### config.mk
export PLATFORM = sky130hd
export DESIGN_NAME = fps_top
export DESIGN_NICKNAME = d
export VERILOG_FILES = /design/src/fps_top.v /design/src/fps_sel_reg.v /design/src/fps_ahb_front.v
export VERILOG_INCLUDE_DIRS = /design/src
export SDC_FILE = /design/constraint.sdc
export NUM_CORES = 1
export LEC_CHECK = 0
export BUFFER_PORTS_ARGS = -buffer_cell sky130_fd_sc_hd__buf_2
export CAP_MARGIN = 10
export CORE_MARGIN = 2
export CORE_UTILIZATION = 54
export CTS_CLUSTER_DIAMETER = 120
export DETAILED_ROUTE_END_ITERATION = 8
export GPL_TIMING_DRIVEN = 1
export PLACE_DENSITY = 0.82
export SETUP_SLACK_MARGIN = 0.15
export SYNTH_ARGS = -nofsm -noshare
export SYNTH_HDL_FRONTEND = slang
export SYNTH_SLANG_ARGS = --single-unit
### constraint.sdc
create_clock -name ref_clk -period 6.4 [get_ports ref_clk]
set_input_delay 1.28 -clock ref_clk [delete_from_list [all_inputs] [get_ports ref_clk]]
set_output_delay 1.28 -clock ref_clk [all_outputs]
set_load 0.01 [all_outputs]
### src/fps_map.vh
// Register indices, field layouts and reset values of the fan source select block
`ifndef FPS_MAP_VH
`define FPS_MAP_VH

// ****************************************************************************
// Register indices (byte address = index * 4)
// ****************************************************************************
`define FPS_IDX_F1_PUSH     8'h8C
`define FPS_IDX_F2_SENSOR   8'h8D
`define FPS_IDX_F2_POLLED   8'h8E
`define FPS_IDX_F2_PUSH     8'h8F
`define FPS_IDX_F3_SENSOR   8'h90
`define FPS_IDX_F3_POLLED   8'h91
`define FPS_IDX_SUMMARY     8'hC0

// ****************************************************************************
// Writable masks and reset values
// ****************************************************************************
`define FPS_MASK_SENSOR     8'h7F
`define FPS_MASK_POLLED     8'hFF
`define FPS_MASK_PUSH       8'h0F
`define FPS_SEL_RESET       8'h00

// ****************************************************************************
// Field positions of a sensor select register
// ****************************************************************************
`define FPS_BIT_LOCAL       0
`define FPS_BIT_REMOTE_A    1
`define FPS_BIT_REMOTE_B    2
`define FPS_BIT_CPU_CH0     3

// ****************************************************************************
// Summary register layout
// ****************************************************************************
`define FPS_SUM_F1_LSB      0
`define FPS_SUM_F2_LSB      8
`define FPS_SUM_F3_LSB      16
`define FPS_SUM_ACT_LSB     24

// ****************************************************************************
// Bus encodings
// ****************************************************************************
`define FPS_AW              10
`define FPS_HSIZE_WORD      3'h2
`define FPS_HRESP_OKAY      1'b0

`endif

### src/fps_top.v
// Fan output source selection matrix with AHB-Lite register access
//
// Operation
// Fan 1 third select: written temps 0-3
// Fan 2 first select: local, remote A, B
// Fan 2 first select: cpu channels 0-3
// Fan 2 second select: polled devices 0-7
// Fan 2 third select: written temps 0-3
// Fan 3 first select: local, remote A, B
// Fan 3 first select: cpu channels 0-3
// Fan 3 second select: polled devices 0-7
// All select registers reset to zero
// Reserved bits read zero, ignore writes
// Per-fan combined enable vector to loop
//
// Local design decision: register access over AHB-Lite.
`timescale 1ns/1ps
`default_nettype none
`include "fps_map.vh"

module fps_top (
  input  wire                ref_clk,
  input  wire                rst_n,
  input  wire                hsel,
  input  wire [`FPS_AW-1:0]  haddr,
  input  wire [1:0]          htrans,
  input  wire                hwrite,
  input  wire [2:0]          hsize,
  input  wire [31:0]         hwdata,
  input  wire                hready,
  output wire                hreadyout,
  output wire                hresp,
  output wire [31:0]         hrdata,
  output wire                fan_output_1_written_temp0_enable,
  output wire                fan_output_1_written_temp1_enable,
  output wire                fan_output_1_written_temp2_enable,
  output wire                fan_output_1_written_temp3_enable,
  output wire                fan_output_2_local_temp_enable,
  output wire                fan_output_2_remote_diode_a_enable,
  output wire                fan_output_2_remote_diode_b_enable,
  output wire                fan_output_2_cpu_thermal_ch0_enable,
  output wire                fan_output_2_cpu_thermal_ch1_enable,
  output wire                fan_output_2_cpu_thermal_ch2_enable,
  output wire                fan_output_2_cpu_thermal_ch3_enable,
  output wire                fan_output_2_polled_dev0_enable,
  output wire                fan_output_2_polled_dev1_enable,
  output wire                fan_output_2_polled_dev2_enable,
  output wire                fan_output_2_polled_dev3_enable,
  output wire                fan_output_2_polled_dev4_enable,
  output wire                fan_output_2_polled_dev5_enable,
  output wire                fan_output_2_polled_dev6_enable,
  output wire                fan_output_2_polled_dev7_enable,
  output wire                fan_output_2_written_temp0_enable,
  output wire                fan_output_2_written_temp1_enable,
  output wire                fan_output_2_written_temp2_enable,
  output wire                fan_output_2_written_temp3_enable,
  output wire                fan_output_3_local_temp_enable,
  output wire                fan_output_3_remote_diode_a_enable,
  output wire                fan_output_3_remote_diode_b_enable,
  output wire                fan_output_3_cpu_thermal_ch0_enable,
  output wire                fan_output_3_cpu_thermal_ch1_enable,
  output wire                fan_output_3_cpu_thermal_ch2_enable,
  output wire                fan_output_3_cpu_thermal_ch3_enable,
  output wire                fan_output_3_polled_dev0_enable,
  output wire                fan_output_3_polled_dev1_enable,
  output wire                fan_output_3_polled_dev2_enable,
  output wire                fan_output_3_polled_dev3_enable,
  output wire                fan_output_3_polled_dev4_enable,
  output wire                fan_output_3_polled_dev5_enable,
  output wire                fan_output_3_polled_dev6_enable,
  output wire                fan_output_3_polled_dev7_enable,
  output wire [3:0]          fan_output_1_src_en,
  output wire [18:0]         fan_output_2_src_en,
  output wire [14:0]         fan_output_3_src_en,
  output wire [4:0]          fan_output_1_src_count,
  output wire [4:0]          fan_output_2_src_count,
  output wire [4:0]          fan_output_3_src_count,
  output wire                fan_output_1_src_active,
  output wire                fan_output_2_src_active,
  output wire                fan_output_3_src_active
);

  // ****************************************************************************
  // Functions
  // ****************************************************************************
  // Set bits in a byte
  function [4:0] pop8;
    input [7:0] v;
    integer i;
    begin
      pop8 = 5'h00;
      for (i = 0; i < 8; i = i + 1) begin
        pop8 = pop8 + {4'h0, v[i]};
      end
    end
  endfunction

  // Value a register holds after any write now in its data phase
  function [7:0] view;
    input       hit;
    input [7:0] wdata;
    input [7:0] mask;
    input [7:0] cur;
    begin
      view = hit ? (wdata & mask) : cur;
    end
  endfunction

  // ****************************************************************************
  // Bus front end
  // ****************************************************************************
  wire        rd_take;
  wire [7:0]  rd_idx;
  wire        wr_en;
  wire [7:0]  wr_idx;
  reg  [31:0] hrdata_q;
  reg  [31:0] rd_d;

  fps_ahb_front u_front (
    .ref_clk   (ref_clk),
    .rst_n     (rst_n),
    .hsel      (hsel),
    .haddr     (haddr),
    .htrans    (htrans),
    .hwrite    (hwrite),
    .hsize     (hsize),
    .hready    (hready),
    .hreadyout (hreadyout),
    .hresp     (hresp),
    .rd_take   (rd_take),
    .rd_idx    (rd_idx),
    .wr_en     (wr_en),
    .wr_idx    (wr_idx)
  );

  // ****************************************************************************
  // Select registers
  // ****************************************************************************
  wire [7:0] f1_push_q;
  wire [7:0] f2_sens_q;
  wire [7:0] f2_poll_q;
  wire [7:0] f2_push_q;
  wire [7:0] f3_sens_q;
  wire [7:0] f3_poll_q;

  // Write strobes, one per register
  wire hit_f1_push = wr_en & (wr_idx == `FPS_IDX_F1_PUSH);
  wire hit_f2_sens = wr_en & (wr_idx == `FPS_IDX_F2_SENSOR);
  wire hit_f2_poll = wr_en & (wr_idx == `FPS_IDX_F2_POLLED);
  wire hit_f2_push = wr_en & (wr_idx == `FPS_IDX_F2_PUSH);
  wire hit_f3_sens = wr_en & (wr_idx == `FPS_IDX_F3_SENSOR);
  wire hit_f3_poll = wr_en & (wr_idx == `FPS_IDX_F3_POLLED);

  // Fan output 1
  fps_sel_reg #(.MASK(`FPS_MASK_PUSH), .RESET(`FPS_SEL_RESET)) u_f1_push (
    .ref_clk (ref_clk),
    .rst_n   (rst_n),
    .wr_en   (hit_f1_push),
    .wr_data (hwdata[7:0]),
    .q       (f1_push_q)
  );

  // Fan output 2
  fps_sel_reg #(.MASK(`FPS_MASK_SENSOR), .RESET(`FPS_SEL_RESET)) u_f2_sens (
    .ref_clk (ref_clk),
    .rst_n   (rst_n),
    .wr_en   (hit_f2_sens),
    .wr_data (hwdata[7:0]),
    .q       (f2_sens_q)
  );

  fps_sel_reg #(.MASK(`FPS_MASK_POLLED), .RESET(`FPS_SEL_RESET)) u_f2_poll (
    .ref_clk (ref_clk),
    .rst_n   (rst_n),
    .wr_en   (hit_f2_poll),
    .wr_data (hwdata[7:0]),
    .q       (f2_poll_q)
  );

  fps_sel_reg #(.MASK(`FPS_MASK_PUSH), .RESET(`FPS_SEL_RESET)) u_f2_push (
    .ref_clk (ref_clk),
    .rst_n   (rst_n),
    .wr_en   (hit_f2_push),
    .wr_data (hwdata[7:0]),
    .q       (f2_push_q)
  );

  // Fan output 3
  fps_sel_reg #(.MASK(`FPS_MASK_SENSOR), .RESET(`FPS_SEL_RESET)) u_f3_sens (
    .ref_clk (ref_clk),
    .rst_n   (rst_n),
    .wr_en   (hit_f3_sens),
    .wr_data (hwdata[7:0]),
    .q       (f3_sens_q)
  );

  fps_sel_reg #(.MASK(`FPS_MASK_POLLED), .RESET(`FPS_SEL_RESET)) u_f3_poll (
    .ref_clk (ref_clk),
    .rst_n   (rst_n),
    .wr_en   (hit_f3_poll),
    .wr_data (hwdata[7:0]),
    .q       (f3_poll_q)
  );

  // ****************************************************************************
  // Forwarded views for back-to-back write then read
  // ****************************************************************************
  wire [7:0] f1_push_v = view(hit_f1_push, hwdata[7:0], `FPS_MASK_PUSH, f1_push_q);
  wire [7:0] f2_sens_v = view(hit_f2_sens, hwdata[7:0], `FPS_MASK_SENSOR, f2_sens_q);
  wire [7:0] f2_poll_v = view(hit_f2_poll, hwdata[7:0], `FPS_MASK_POLLED, f2_poll_q);
  wire [7:0] f2_push_v = view(hit_f2_push, hwdata[7:0], `FPS_MASK_PUSH, f2_push_q);
  wire [7:0] f3_sens_v = view(hit_f3_sens, hwdata[7:0], `FPS_MASK_SENSOR, f3_sens_q);
  wire [7:0] f3_poll_v = view(hit_f3_poll, hwdata[7:0], `FPS_MASK_POLLED, f3_poll_q);

  // ****************************************************************************
  // Source counts and summary
  // ****************************************************************************
  wire [4:0] cnt1_v = pop8(f1_push_v);
  wire [4:0] cnt2_v = pop8(f2_sens_v) + pop8(f2_poll_v) + pop8(f2_push_v);
  wire [4:0] cnt3_v = pop8(f3_sens_v) + pop8(f3_poll_v);
  // Active flags from the counts
  wire [2:0] act_v  = {cnt3_v != 5'h00, cnt2_v != 5'h00, cnt1_v != 5'h00};

  wire [31:0] summary_v = {5'h00, act_v,
                           3'h0, cnt3_v,
                           3'h0, cnt2_v,
                           3'h0, cnt1_v};

  // Loop-side copies, one cycle late
  reg [4:0] cnt1_q;
  reg [4:0] cnt2_q;
  reg [4:0] cnt3_q;
  reg [2:0] act_q;

  always @(posedge ref_clk or negedge rst_n) begin
    if (!rst_n) begin
      cnt1_q <= 5'h00;
      cnt2_q <= 5'h00;
      cnt3_q <= 5'h00;
      act_q  <= 3'h0;
    end else begin
      cnt1_q <= pop8(f1_push_q);
      cnt2_q <= pop8(f2_sens_q) + pop8(f2_poll_q) + pop8(f2_push_q);
      cnt3_q <= pop8(f3_sens_q) + pop8(f3_poll_q);
      act_q  <= {|{f3_sens_q, f3_poll_q},
                 |{f2_sens_q, f2_poll_q, f2_push_q},
                 |f1_push_q};
    end
  end

  // ****************************************************************************
  // Read path
  // ****************************************************************************
  always @* begin
    // Unmapped indices read zero
    case (rd_idx)
      `FPS_IDX_F1_PUSH:   rd_d = {24'h000000, f1_push_v};
      `FPS_IDX_F2_SENSOR: rd_d = {24'h000000, f2_sens_v};
      `FPS_IDX_F2_POLLED: rd_d = {24'h000000, f2_poll_v};
      `FPS_IDX_F2_PUSH:   rd_d = {24'h000000, f2_push_v};
      `FPS_IDX_F3_SENSOR: rd_d = {24'h000000, f3_sens_v};
      `FPS_IDX_F3_POLLED: rd_d = {24'h000000, f3_poll_v};
      `FPS_IDX_SUMMARY:   rd_d = summary_v;
      default:            rd_d = 32'h00000000;
    endcase
  end

  // Sampled in the address phase, presented in the data phase
  always @(posedge ref_clk or negedge rst_n) begin
    if (!rst_n) begin
      hrdata_q <= 32'h00000000;
    end else if (rd_take) begin
      hrdata_q <= rd_d;
    end
  end

  assign hrdata = hrdata_q;

  // ****************************************************************************
  // Combined vectors to the fan control loop
  // ****************************************************************************
  // Reserved bits left out of the vectors
  assign fan_output_1_src_en = f1_push_q[3:0];
  assign fan_output_2_src_en = {f2_push_q[3:0], f2_poll_q, f2_sens_q[6:0]};
  assign fan_output_3_src_en = {f3_poll_q, f3_sens_q[6:0]};

  // Counts and flags
  assign fan_output_1_src_count  = cnt1_q;
  assign fan_output_2_src_count  = cnt2_q;
  assign fan_output_3_src_count  = cnt3_q;
  assign fan_output_1_src_active = act_q[0];
  assign fan_output_2_src_active = act_q[1];
  assign fan_output_3_src_active = act_q[2];

  // ****************************************************************************
  // Individual enables
  // ****************************************************************************
  // Fan output 1
  assign fan_output_1_written_temp0_enable   = f1_push_q[0];
  assign fan_output_1_written_temp1_enable   = f1_push_q[1];
  assign fan_output_1_written_temp2_enable   = f1_push_q[2];
  assign fan_output_1_written_temp3_enable   = f1_push_q[3];

  // Fan output 2
  assign fan_output_2_local_temp_enable      = f2_sens_q[`FPS_BIT_LOCAL];
  assign fan_output_2_remote_diode_a_enable  = f2_sens_q[`FPS_BIT_REMOTE_A];
  assign fan_output_2_remote_diode_b_enable  = f2_sens_q[`FPS_BIT_REMOTE_B];
  assign fan_output_2_cpu_thermal_ch0_enable = f2_sens_q[`FPS_BIT_CPU_CH0];
  assign fan_output_2_cpu_thermal_ch1_enable = f2_sens_q[`FPS_BIT_CPU_CH0+1];
  assign fan_output_2_cpu_thermal_ch2_enable = f2_sens_q[`FPS_BIT_CPU_CH0+2];
  assign fan_output_2_cpu_thermal_ch3_enable = f2_sens_q[`FPS_BIT_CPU_CH0+3];
  assign fan_output_2_polled_dev0_enable     = f2_poll_q[0];
  assign fan_output_2_polled_dev1_enable     = f2_poll_q[1];
  assign fan_output_2_polled_dev2_enable     = f2_poll_q[2];
  assign fan_output_2_polled_dev3_enable     = f2_poll_q[3];
  assign fan_output_2_polled_dev4_enable     = f2_poll_q[4];
  assign fan_output_2_polled_dev5_enable     = f2_poll_q[5];
  assign fan_output_2_polled_dev6_enable     = f2_poll_q[6];
  assign fan_output_2_polled_dev7_enable     = f2_poll_q[7];
  assign fan_output_2_written_temp0_enable   = f2_push_q[0];
  assign fan_output_2_written_temp1_enable   = f2_push_q[1];
  assign fan_output_2_written_temp2_enable   = f2_push_q[2];
  assign fan_output_2_written_temp3_enable   = f2_push_q[3];

  // Fan output 3
  assign fan_output_3_local_temp_enable      = f3_sens_q[`FPS_BIT_LOCAL];
  assign fan_output_3_remote_diode_a_enable  = f3_sens_q[`FPS_BIT_REMOTE_A];
  assign fan_output_3_remote_diode_b_enable  = f3_sens_q[`FPS_BIT_REMOTE_B];
  assign fan_output_3_cpu_thermal_ch0_enable = f3_sens_q[`FPS_BIT_CPU_CH0];
  assign fan_output_3_cpu_thermal_ch1_enable = f3_sens_q[`FPS_BIT_CPU_CH0+1];
  assign fan_output_3_cpu_thermal_ch2_enable = f3_sens_q[`FPS_BIT_CPU_CH0+2];
  assign fan_output_3_cpu_thermal_ch3_enable = f3_sens_q[`FPS_BIT_CPU_CH0+3];
  assign fan_output_3_polled_dev0_enable     = f3_poll_q[0];
  assign fan_output_3_polled_dev1_enable     = f3_poll_q[1];
  assign fan_output_3_polled_dev2_enable     = f3_poll_q[2];
  assign fan_output_3_polled_dev3_enable     = f3_poll_q[3];
  assign fan_output_3_polled_dev4_enable     = f3_poll_q[4];
  assign fan_output_3_polled_dev5_enable     = f3_poll_q[5];
  assign fan_output_3_polled_dev6_enable     = f3_poll_q[6];
  assign fan_output_3_polled_dev7_enable     = f3_poll_q[7];

endmodule // fps_top

`default_nettype wire

### src/fps_sel_reg.v
// One source select register with a writable-bit mask
`timescale 1ns/1ps
`default_nettype none
`include "fps_map.vh"

module fps_sel_reg #(
  parameter [7:0] MASK  = 8'hFF,
  parameter [7:0] RESET = 8'h00
) (
  input  wire       ref_clk,
  input  wire       rst_n,
  input  wire       wr_en,
  input  wire [7:0] wr_data,
  output wire [7:0] q
);

  reg [7:0] sel_q;

  // Reserved bits never store a one
  always @(posedge ref_clk or negedge rst_n) begin
    if (!rst_n) begin
      sel_q <= RESET & MASK;
    end else if (wr_en) begin
      sel_q <= wr_data & MASK;
    end
  end

  assign q = sel_q;

endmodule // fps_sel_reg

`default_nettype wire

### src/fps_ahb_front.v
// AHB-Lite address and data phase tracking for the select registers
`timescale 1ns/1ps
`default_nettype none
`include "fps_map.vh"

module fps_ahb_front (
  input  wire                ref_clk,
  input  wire                rst_n,
  input  wire                hsel,
  input  wire [`FPS_AW-1:0]  haddr,
  input  wire [1:0]          htrans,
  input  wire                hwrite,
  input  wire [2:0]          hsize,
  input  wire                hready,
  output wire                hreadyout,
  output wire                hresp,
  output wire                rd_take,
  output wire [7:0]          rd_idx,
  output reg                 wr_en,
  output reg  [7:0]          wr_idx
);

  // NONSEQ or SEQ while selected and bus ready
  wire take  = hsel & hready & htrans[1];
  // Narrow writes only reach the low byte lane
  wire lane0 = (hsize == `FPS_HSIZE_WORD) | (haddr[1:0] == 2'h0);

  assign rd_take   = take & ~hwrite;
  assign rd_idx    = haddr[`FPS_AW-1:2];
  assign hreadyout = 1'b1;
  assign hresp     = `FPS_HRESP_OKAY;

  always @(posedge ref_clk or negedge rst_n) begin
    if (!rst_n) begin
      wr_en  <= 1'b0;
      wr_idx <= 8'h00;
    end else begin
      wr_en  <= take & hwrite & lane0;
      wr_idx <= haddr[`FPS_AW-1:2];
    end
  end

endmodule // fps_ahb_front

`default_nettype wire

Word-level counts from Yosys, hierarchy flattened
Index checks and enable logic that the tools add are counted.
- flip-flop bits (word level): 107
- output and inout port bits: 128
- word-level logic and storage cells: 144
- add/sub/neg operators: 90
- equality and inequality tests: 14
- muxes and demuxes: 7
- bitwise gates (word level): 13
- reduce and logical (&&, ||, !) cells: 7
- operator list (cell ; number):
    27-bit one-hot mux with 7 select lines ; 1
    5-bit by 1-bit adder with 5-bit output ; 36
    8-bit == test, second input constant ; 13
    4-bit by 1-bit adder with 5-bit output ; 12
    3-bit by 1-bit adder with 4-bit output ; 12
    8-bit 2-to-1 mux ; 6
    2-bit by 1-bit adder with 3-bit output ; 12
    5-bit adder ; 6
    1-bit by 1-bit adder with 2-bit output ; 12
    24-bit OR reduction ; 1
    16-bit OR reduction ; 1
    5-bit nonzero test ; 3
    1-bit bitwise AND ; 11
    8-bit OR reduction ; 1
    3-bit by 2-bit == test with 1-bit output, second input constant ; 1
    2-bit zero test ; 1
    1-bit inverter ; 1
    1-bit OR ; 1

Longest topological paths before layout
Gate-level depths: netlist of run 1.
- depth after elaboration: 14
- mapped depth: 19
- depth with buffers taken out: 19

Hierarchy
A second synthesis of run 1 with hierarchy kept.
- cells, all modules: 705
- area, all modules: 7339.5 um^2
- by module, submodules not included (module ; instances ; cells each ; area each (um^2) ; seq. area each (um^2)):
    fps_top ; 1 ; 584 ; 5370.2 ; 950.9
    fps_sel_reg at u_f2_poll ... ; 2 ; 17 ; 331.6 ; 200.2
    fps_sel_reg at u_f2_sens ... ; 2 ; 17 ; 302.8 ; 175.2
    fps_sel_reg at u_f1_push ... ; 2 ; 13 ; 178.9 ; 100.1
    fps_ahb_front ; 1 ; 27 ; 342.8 ; 225.2

Worst setup path after synthesis of run 1
Ideal clock, no wire load.
- path type: register to register
- from: register u_front.wr_idx[5]
- to: register hrdata_q[25], in the netlist hrdata[25]
- setup time: 118 ps
- arrival: 5379 ps
- slack: 903 ps
- cell stages (with the launch flop): 18
- path through: dfrtp_1 or3b_4 nor4_4 buf_6 mux2_1 fa_1 fa_1 fa_1 fa_1 inv_1 fa_1 inv_1 ha_1 fa_1 a21o_1 a21oi_1 a311oi_1 a21o_1
- elaborated cells on any way between the ends: 34
- RTL lines (what ; line ; RTL):
    from (decl) ; fps_ahb_front.v:20 ; output reg [7:0] wr_idx
    from (signal assigned) ; fps_ahb_front.v:39 ; wr_idx <= haddr[`FPS_AW-1:2];
    8-bit == test (no source line) ; -- ;
    1-bit bitwise AND ; fps_top.v:149 ; wire hit_f2_poll = wr_en & (wr_idx == `FPS_IDX_F2_POLLED);
    8-bit 2-to-1 mux ; -- ;
    via f2_poll_v[7] ; fps_top.v:210 ; wire [7:0] f2_poll_v = view(hit_f2_poll, hwdata[7:0], `FPS_MASK_POLLED, f2_poll_q);
    5-bit by 1-bit adder with 5-bit output ; fps_top.v:93 ; pop8 = pop8 + {4'h0, v[i]};
    5-bit adder (2 in a row) ; fps_top.v:219 ; wire [4:0] cnt2_v = pop8(f2_sens_v) + pop8(f2_poll_v) + pop8(f2_push_v);
    5-bit nonzero test ; fps_top.v:222 ; wire [2:0] act_v = {cnt3_v != 5'h00, cnt2_v != 5'h00, cnt1_v != 5'h00};
    27-bit one-hot mux with 7 select lines ; fps_top.v:256 ; case (rd_idx)
    to (signal assigned) ; fps_top.v:273 ; hrdata_q <= rd_d;
    to (decl) ; fps_top.v:116 ; reg [31:0] hrdata_q;
The timed path passes the listed nets, and every way through them passes these cells.
A chain may end at the register's enable or synchronous reset.

Worst setup path in the final report of run 1
- from: register u_front.wr_idx[5]
- to: register hrdata_q[25], in the netlist hrdata[25]
- word-level cells in the longest chain between the ends: 14
- elaborated cells on any way between the ends: 34
- RTL lines (what ; line ; RTL):
    8-bit == test (no source line) ; -- ;
    1-bit bitwise AND ; fps_top.v:148 ; wire hit_f2_sens = wr_en & (wr_idx == `FPS_IDX_F2_SENSOR);
    8-bit 2-to-1 mux ; -- ;
    via f2_sens_v[1] ; fps_top.v:209 ; wire [7:0] f2_sens_v = view(hit_f2_sens, hwdata[7:0], `FPS_MASK_SENSOR, f2_sens_q);
    1-bit by 1-bit adder with 2-bit output ; fps_top.v:93 ;
    2-bit by 1-bit adder with 3-bit output ; fps_top.v:93 ;
    3-bit by 1-bit adder with 4-bit output ; fps_top.v:93 ;
    4-bit by 1-bit adder with 5-bit output ; fps_top.v:93 ;
    5-bit by 1-bit adder with 5-bit output (3 in a row) ; fps_top.v:93 ;
    5-bit adder (2 in a row) ; fps_top.v:219 ;
    5-bit nonzero test ; fps_top.v:222 ;
    27-bit one-hot mux with 7 select lines ; fps_top.v:256 ;
The timed path passes the listed nets, and every way through them passes these cells.

==> summary.md, run 1 <==
| Metric | Value |
|---|---|
| First-pass DRT Iterations | `6` |
| Setup TNS | `0 ps` |
| Total power | `0.00173 W` |
| Peak VDD IR | `125 uV` |
| Worst setup path category | `register to register` |
| Final setup fails | `0` |
| Yosys warns | `0` |
| Final wirelength | `15.7 mm` |
| Max-slew headroom | `30.8%` |
| GPL Wtd Cong | `0.927` |
| Tmin final | `between 5000 and 6000 ps` |
| Post_cts resized | `0` |
| R2R Path Start | `u_front.wr_idx[5]` |
| Hold Startpoint | `hrdata[11]` |
| Register area share after synthesis | `36.1%` |
| Worst-path clk slew | `70 ps` |
| Final HPWL DP | `12.5 mm` |
| Layout Utilization | `62.0%` |
| DRT iter0 DRCs | `352` |
| R2R Setup Slk | `430 ps` |
| Combinational share of power | `27.4%` |
| Clock Tree Root | `clkbuf_16` |
| CTS tree | `done` |
| TritonCTS buffer count | `9` |
| Static Leak | `between 3 and 4 nW` |
| Clock Latency Late Sink | `350 ps` |
| Die extent in x | `between 100 and 150 um` |
| Largest cells by area after synthesis | `dfrtp_1 36%, fa_1 19%, buf_4 6.0%, ha_1 5.9%, inv_1 5.8%` |
| Worst hold stages | `2` |
| Switch Pwr | `around 0.00053 W` |
| Global-route wire length before repair | `24.9 mm` |
| Top_reg_cell synth | `dfrtp_1` |
| Sink Count | `95` |
| Finished Cell Area | `between 0.007 and 0.008 mm^2` |
| #FFs+latches synth | `95` |
| Area added between synthesis and finish | `12.7%` |
| Pins Over Slew Limit | `0` |
| Share of cells above drive strength 1 | `29.3%` |
| Post-synth cell types | `70` |
| Worst-margin pin slew | `1040 ps` |
| Remaining DRCs | `0` |
| Avg WL per Cell | `18.7 um` |
| Via count | `~4,700` |
| Die area | `~0.013 mm^2` |
| Syn avg cell area | `11.3 um^2` |
| Ys async rst share | `100%` |
| Seq pwr share | `38.2%` |
| Total GRT Usage | `25.2%` |
| Critical path launch point type | `register` |
| Status | `completed` |
| Crit path capture type | `register` |
| Worst Hold Class | `register to register` |
| GRT overflow | `0` |
| Clock skew | `roughly 7.1 ps` |
| H-tree levels | `3` |
| Int Power | `0.00120 W` |
| Die Span Y | `114 um` |
| Worst Hold Margin | `496 ps` |
| Number of buffers added for setup after CTS | `0` |
| Worst Setup SP | `u_front.wr_idx[5]` |
| # IOs | `180` |
| Mapped cell area | `0.00658 mm^2` |
| Clock share of power | `34.4%` |
| Pwr dens | `233 mW/mm^2` |
| R2R cell count | `16` |
| Yosys top cell by area | `dfrtp_1` |
| RSZ-0062 raised after global routing | `false` |
| Vias in the first global route | `4,642` |
| Critical Path AT | `about 6200 ps` |
| Initial antenna violation count | `0` |
| Worst path required time | `6650 ps` |
| Antenna cell count | `0` |
| Critical path fanouts, max | `12` |
| Initial core utilization | `a little under three fifths` |
| Port Buf Inserts | `140` |
| Cell Area, Placed | `a little over 0.007 mm^2` |
| Max Clk Rate | `about 170 MHz` |
| Clock Path Buffers | `2` |
| Final hold violations | `0` |
| Top-area cell type share of the netlist area | `36.1%` |
| Via density | `~5.6` |
| Final ANT Viol Nets | `0` |
| Final nets | `833` |
| Hold Buf Count CTS | `0` |
| Core Region | `0.0120 mm^2` |
| EDFF count, synth | `0` |
| Mapped Cells | `584` |
| Max-cap violations | `0` |
| Row count | `40` |
| Fin crit share | `93.2%` |
| Sw frac | `30.6%` |
| Pin count of the biggest net entering global routing | `84` |
## kinds of logic after synthesis
kind of cell / Yosys count / share of synthesized area (%)
adder cells (fa/ha/maj): 93 / 24.7
AND/OR/NAND/NOR: 112 / 10.7
AO/OA/AOI/OAI: 75 / 8.65
multiplexers: 31 / 5.47
flip-flops: 95 / 36.1
other: 2 / 0.114
XOR/XNOR: 11 / 1.46
buffers and inverters: 165 / 12.7
## per-stage QoR
stage | worst slack [ps] | instances
finish | 432 | 840
global route | 212 | 840
CTS | 443 | 840
detailed placement | 437 | 824
global placement | 504 | 824
floorplan | 903 | 596
## cell usage in the layout, fill, tap and decap left out, drive strengths merged, types with 7 or more instances in the layout
cell / instances
a22oi: 8
o21ai: 14
and2: 8
nor2: 7
nor2b: 8
a22o: 8
ha: 31
a21o: 9
nand2: 37
nor4: 9
clkbuf: 10
mux2: 25
conb: 14
inv: 104
fa: 62
buf: 143
nand3: 8
dfrtp: 95
nand4: 7
a21oi: 8
## final timing paths
path,endpoint
worst max-delay path,hrdata[25]
worst min-delay path,hrdata[11]
worst max register to register,hrdata[25]
worst min register to register,hrdata[11]
max in group asynchronous,hrdata[24]
min in group asynchronous,fan_output_2_src_count[2]
## worst max-delay path, cell delays in order (launching register included)
cell,delay (ps)
dfrtp_1,390
or3b_4,450
nor3_4,530
o21ai_0,370
fa_1,640
fa_1,450
fa_1,540
fa_1,550
inv_1,50
fa_1,490
inv_1,50
ha_1,220
fa_1,410
a21o_1,190
a21oi_1,200
a311oi_1,140
a21o_1,170
## cell usage after synthesis, types with 2 or more instances
library cell	n
a21boi_0	2
a21o_1	9
a21oi_1	8
a221oi_1	3
a222oi_1	2
a22o_1	8
a22oi_1	7
a32oi_1	6
and2_1	8
and3_1	6
buf_2	2
buf_4	53
buf_6	2
clkbuf_1	4
conb_1	2
dfrtp_1	95
fa_1	62
ha_1	31
inv_1	102
mux2_1	3
mux2_2	18
mux2_4	4
mux2i_1	5
nand2_1	37
nand2b_1	2
nand3_1	7
nand3b_1	4
nand4_1	4
nand4_2	2
nor2_1	6
nor2b_1	8
nor3_1	2
nor3b_2	6
nor4_1	7
nor4b_1	2
o21ai_0	11
o21ai_1	2
xnor2_1	6
xor2_1	5
## layer usage
metal,global-route usage [%],share of wire [%],vias to the layer above
met2,39.8,47,254
li1,-,-,2074
met5,0,0,-
met4,12.4,4.2,0
met3,4.50,7.2,59
met1,33.9,41,2330
## power groups by stage
stage	Sequential [W]	Combinational [W]	Clock, W
floorplan	0.000689	0.000315	0
global placement	0.000670	0.000449	0
detailed placement	0.000673	0.000472	0
CTS	0.000661	0.000478	0.000606
global route	0.000665	0.000541	0.000630
finish	0.000661	0.000475	0.000596
## layout make-up
type | count | area (um^2)
Multi-Input combinational cell | 336 | 3410
Sequential cell | 95 | 2380
Clock inverter | 6 | 92.6
Clock buffer | 10 | 239
Fill cell | 964 | 4540
Timing Repair Buffer | 143 | 726
Inverter | 103 | 387
Tap cell | 147 | 184
## sequential cells by signal, summed over array words and instances (netlist names), 3 cells and up
| register | cells |
|---|---|
| u_f2_poll.q | 8 |
| hrdata | 21 |
| u_front.wr_idx | 8 |
| u_f3_poll.q | 8 |
| act_q | 3 |
| fan_output_1_src_count | 4 |
| u_f2_sens.q | 8 |
| u_f2_push.q | 8 |
| u_f3_sens.q | 8 |
| u_f1_push.q | 8 |
| fan_output_2_src_count | 5 |
| fan_output_3_src_count | 5 |
Power figures use the tool's default switching activity.
==> run 2, diff against run 1 <==
--- a/config.mk
+++ b/config.mk
@@ -6,6 +6,7 @@
 export SDC_FILE = /design/constraint.sdc
 export NUM_CORES = 1
 export LEC_CHECK = 0
+export ABC_AREA = 1
 export BUFFER_PORTS_ARGS = -buffer_cell sky130_fd_sc_hd__buf_2
 export CAP_MARGIN = 10
 export CORE_MARGIN = 2
@@ -13,7 +14,7 @@
 export CTS_CLUSTER_DIAMETER = 120
 export DETAILED_ROUTE_END_ITERATION = 8
 export GPL_TIMING_DRIVEN = 1
-export PLACE_DENSITY = 0.82
+export PLACE_DENSITY = 0.81
 export SETUP_SLACK_MARGIN = 0.15
 export SYNTH_ARGS = -nofsm -noshare
 export SYNTH_HDL_FRONTEND = slang
==> run 2 against run 1 <==
Non-clock buffer count decreased by 2. Worst hold slack got worse by 16 ps. Combinational power is 67% lower. Critical path depth up 3. Worst setup slack better by 310 ps. Sequential power is 6.1% lower. Final area increased by 5.0%. Clock skew rose by 2.8 ps.
==> summary.md, run 2 <==
| Metric | Value |
|---|---|
| Met3 usage | `5.40% (was 4.50%)` |
| Final hold violations | `0 (unchanged)` |
| Critical Path, Cell by Cell | `buf_2 -> inv_1 -> nand3_1 -> and2_1 -> fa_1 -> fa_1 -> fa_1 -> fa_1 -> inv_1 -> fa_1 -> inv_1 -> ha_1 -> fa_1 -> nand2_1 -> nand2_1 -> a21oi_1 -> nand4_1 -> nand2_1 -> o211ai_1 (was or3b_4 -> nor3_4 -> o21ai_0 -> fa_1 -> fa_1 -> fa_1 -> fa_1 -> inv_1 -> fa_1 -> inv_1 -> ha_1 -> fa_1 -> a21o_1 -> a21oi_1 -> a311oi_1 -> a21o_1)` |
| Slowest CP cell | `fa_1 (unchanged)` |
| Syn avg cell area | `8.74 um^2 (was 11.3 um^2)` |
| Share of cells above drive strength 1 | `19.7% (was 29.3%)` |
| Most frequent cells in the layout | `165 x nand2_1, 156 x inv_1, 139 x buf_2 (was 139 x buf_2, 102 x inv_1, 95 x dfrtp_1)` |
| Fin crit share | `88.4% (was 93.2%)` |
| Core Region | `0.0126 mm^2 (was 0.0120 mm^2)` |
| CP max stage delay | `590 ps (was 640 ps)` |
| Ys async rst share | `100% (unchanged)` |
| Setup TNS | `0 ps (unchanged)` |
| CTS tree | `done (unchanged)` |
| Int Power | `0.00101 W (was 0.00120 W)` |
| Max reg flops | `21 (unchanged)` |
| Avg WL per Cell | `15.7 um (was 18.7 um)` |
| Synth cell count leaders | `165 x nand2_1, 156 x inv_1, 95 x dfrtp_1 (was 102 x inv_1, 95 x dfrtp_1, 62 x fa_1)` |
| GPL Wtd Cong | `0.983 (was 0.927)` |
| Static Leak | `4.54 nW (was 3.89 nW)` |
| Final wirelength | `16.9 mm (was 15.7 mm)` |
| Number of buffers added for setup after CTS | `0 (unchanged)` |
| Post-synth cell types | `33 (was 70)` |
| Remaining DRCs | `0 (unchanged)` |
| Row count | `41 (was 40)` |
| TritonCTS buffer count | `9 (unchanged)` |
| Peak VDD IR | `93.7 uV (was 125 uV)` |
| #FFs+latches synth | `95 (unchanged)` |
| Mapped cell area | `0.00694 mm^2 (was 0.00658 mm^2)` |
| Switch Pwr | `0.000333 W (was 0.000531 W)` |
| Critical path fanouts, max | `6 (was 12)` |
| Worst setup path category | `input port to register (was register to register)` |
| Area added between synthesis and finish | `12.2% (was 12.7%)` |
| DRT iter0 DRCs | `452 (was 352)` |
| Pins Over Slew Limit | `0 (unchanged)` |
| Initial core utilization | `55.2% (was 55.0%)` |
| Clock Latency Late Sink | `350 ps (about the same)` |
| Layout Utilization | `62.0% (about the same)` |
| Crit path capture type | `register (unchanged)` |
| Top_reg_cell synth | `dfrtp_1 (unchanged)` |
| Yosys top cell by area | `dfrtp_1 (unchanged)` |
| Pin count of the biggest net entering global routing | `58 (was 84)` |
| Worst path required time | `6620 ps (was 6650 ps)` |
| Via density | `5.11 (was 5.62)` |
| Worst-margin pin slew | `738 ps (was 1040 ps)` |
| Final HPWL DP | `13.5 mm (was 12.5 mm)` |
| Tmin final | `5660 ps (was 5970 ps)` |
| Largest cells by area after synthesis | `dfrtp_1 34%, fa_1 18%, nand2_1 8.9%, inv_1 8.4%, buf_4 5.8% (was dfrtp_1 36%, fa_1 19%, buf_4 6.0%, ha_1 5.9%, inv_1 5.8%)` |
| Mapped Cells | `794 (was 584)` |
| First-pass DRT Iterations | `5 (was 6)` |
| Clock share of power | `42.4% (was 34.4%)` |
| GRT busiest layer | `met2 (unchanged)` |
| Global-route wire length before repair | `27.4 mm (was 24.9 mm)` |
| Seq pwr share | `46.1% (was 38.2%)` |
| Final nets | `1,045 (was 833)` |
| Critical Path AT | `5880 ps (was 6210 ps)` |
| Register area share after synthesis | `34.3% (was 36.1%)` |
| Met2 usage in global routing | `40.4% (was 39.8%)` |
| Die extent in x | `117 um (was 114 um)` |
| RSZ-0062 raised after global routing | `false (unchanged)` |
| GRT overflow | `0 (unchanged)` |
| # IOs | `180 (unchanged)` |
| Vias in the first global route | `5,383 (was 4,642)` |
| Max Clk Rate | `177 MHz (was 168 MHz)` |
| Critical path launch point type | `input port (was register)` |
| Hold Buf Count CTS | `0 (unchanged)` |
| Worst-path clk slew | `60 ps (was 70 ps)` |
| Die Span Y | `117 um (was 114 um)` |
| EDFF count, synth | `0 (unchanged)` |
| CP most frequent cell | `fa_1 (unchanged)` |
| Most common cell in the netlist | `nand2_1 (was inv_1)` |
| Clock Path Buffers | `2 (unchanged)` |
| Max-slew headroom | `50.8% (was 30.8%)` |
| Most common cell after layout, fill and taps aside | `nand2_1 (was buf_2)` |
| Max-cap violations | `0 (unchanged)` |
| H-tree levels | `3 (unchanged)` |
| Yosys warns | `0 (unchanged)` |
| Combinational share of power | `11.5% (was 27.4%)` |
| Sink Count | `95 (unchanged)` |
| Post_cts resized | `0 (unchanged)` |
| Total GRT Usage | `25.3% (was 25.2%)` |
| Via count | `5,507 (was 4,717)` |
| Top-area cell type share of the netlist area | `34.3% (was 36.1%)` |
| Pwr dens | `173 mW/mm^2 (was 233 mW/mm^2)` |
| GR Util met1 | `35.2% (was 33.9%)` |
| Sw frac | `24.8% (was 30.6%)` |
| Final setup fails | `0 (unchanged)` |
| Initial antenna violation count | `0 (unchanged)` |
| Clock Tree Root | `clkbuf_16 (unchanged)` |
| Worst Hold Class | `register to register (unchanged)` |
| Clock skew | `9.86 ps (was 7.10 ps)` |
| Port Buf Inserts | `140 (unchanged)` |
| Final ANT Viol Nets | `0 (unchanged)` |
| Status | `completed (unchanged)` |
| Die area | `0.0138 mm^2 (was 0.0131 mm^2)` |
| Antenna cell count | `0 (unchanged)` |
-- run 2: changes by cell type after synthesis, sizes merged, moves of 8 or more --
cell / before / now
a21o: 9 / 0
a22oi: 8 / 0
and2: 8 / 19
inv: 103 / 158
mux2: 25 / 0
nand2: 37 / 171
nand3: 8 / 76
nand4: 7 / 19
nor2: 7 / 52
nor2b: 8 / 0
-- run 2: cell families (layout without fill, tap and decap cells) --
| family | after synthesis | in the layout | synth area share [%] |
|---|---|---|---|
| flip-flops | 95 | 95 | 34.3 |
| adder cells (fa/ha/maj) | 93 | 93 | 23.5 |
| other | 2 | 14 | 0.108 |
| buffers and inverters | 217 | 316 | 14.8 |
| XOR/XNOR | 10 | 10 | 1.26 |
| AO/OA/AOI/OAI | 25 | 25 | 2.00 |
| AND/OR/NAND/NOR | 352 | 352 | 24.1 |
-- run 2: area by class of cell --
class	instances	area (um^2)
clock buffers	12	236
inverters	159	597
fillers	1066	4780
flip-flops and latches	95	2380
well taps	172	215
repair buffers	141	711
clock inverters	4	70.1
multi-input cells	494	3580
-- run 2: worst paths after layout --
| check | from | to | slack [ps] | cells after the start |
|---|---|---|---|---|
| max | hwdata[1] | hrdata[25] | 740 | 19 |
| min | hrdata[1] | hrdata[1] | 480 | 2 |
| max reg2reg | u_front.wr_idx[6] | hrdata[25] | 830 | 23 |
| min reg2reg | hrdata[1] | hrdata[1] | 480 | 2 |
| max in group asynchronous | rst_n | u_f3_poll.q[6] | 4380 | 2 |
| min in group asynchronous | rst_n | u_f2_poll.q[0] | 900 | 1 |
-- run 2: power by group through the flow --
stage	combinational [W]	clock [W]	sequential, W
2_1_floorplan	0.0000959	0	0.000639
6_report	0.000155	0.000570	0.000621
3_5_place_dp	0.000155	0	0.000632
3_3_place_gp	0.000150	0	0.000632
5_1_grt	0.000175	0.000597	0.000622
4_1_cts	0.000156	0.000571	0.000621
-- run 2: per-stage QoR --
step | setup slack, ps | total power, W | cell area, um^2 | std cells | hold slack [ps]
finish | 743 | 0.00135 | 7790 | 1077 | 480
global route | 485 | 0.00139 | 7790 | 1077 | 504
CTS | 738 | 0.00135 | 7790 | 1077 | 484
detailed placement | 389 | 0.000787 | 7480 | 1061 | 462
global placement | 460 | 0.000782 | 7480 | 1061 | 463
floorplan | 899 | 0.000735 | 6990 | 806 | 454
-- run 2: critical path: cells and delay by family --
kind	cells	cell delay [ps]
and+or+nand+nor	6	670
buffers and inverters	4	390
adders and majority gates	7	3280
AOI/OAI and AO/OA	2	250
-- run 2: per-layer routing --
layer	vias up	routed length, um
met2	289	8020
met5	-	0
met3	27	1480
li1	2577	-
met1	2614	7110
met4	0	313
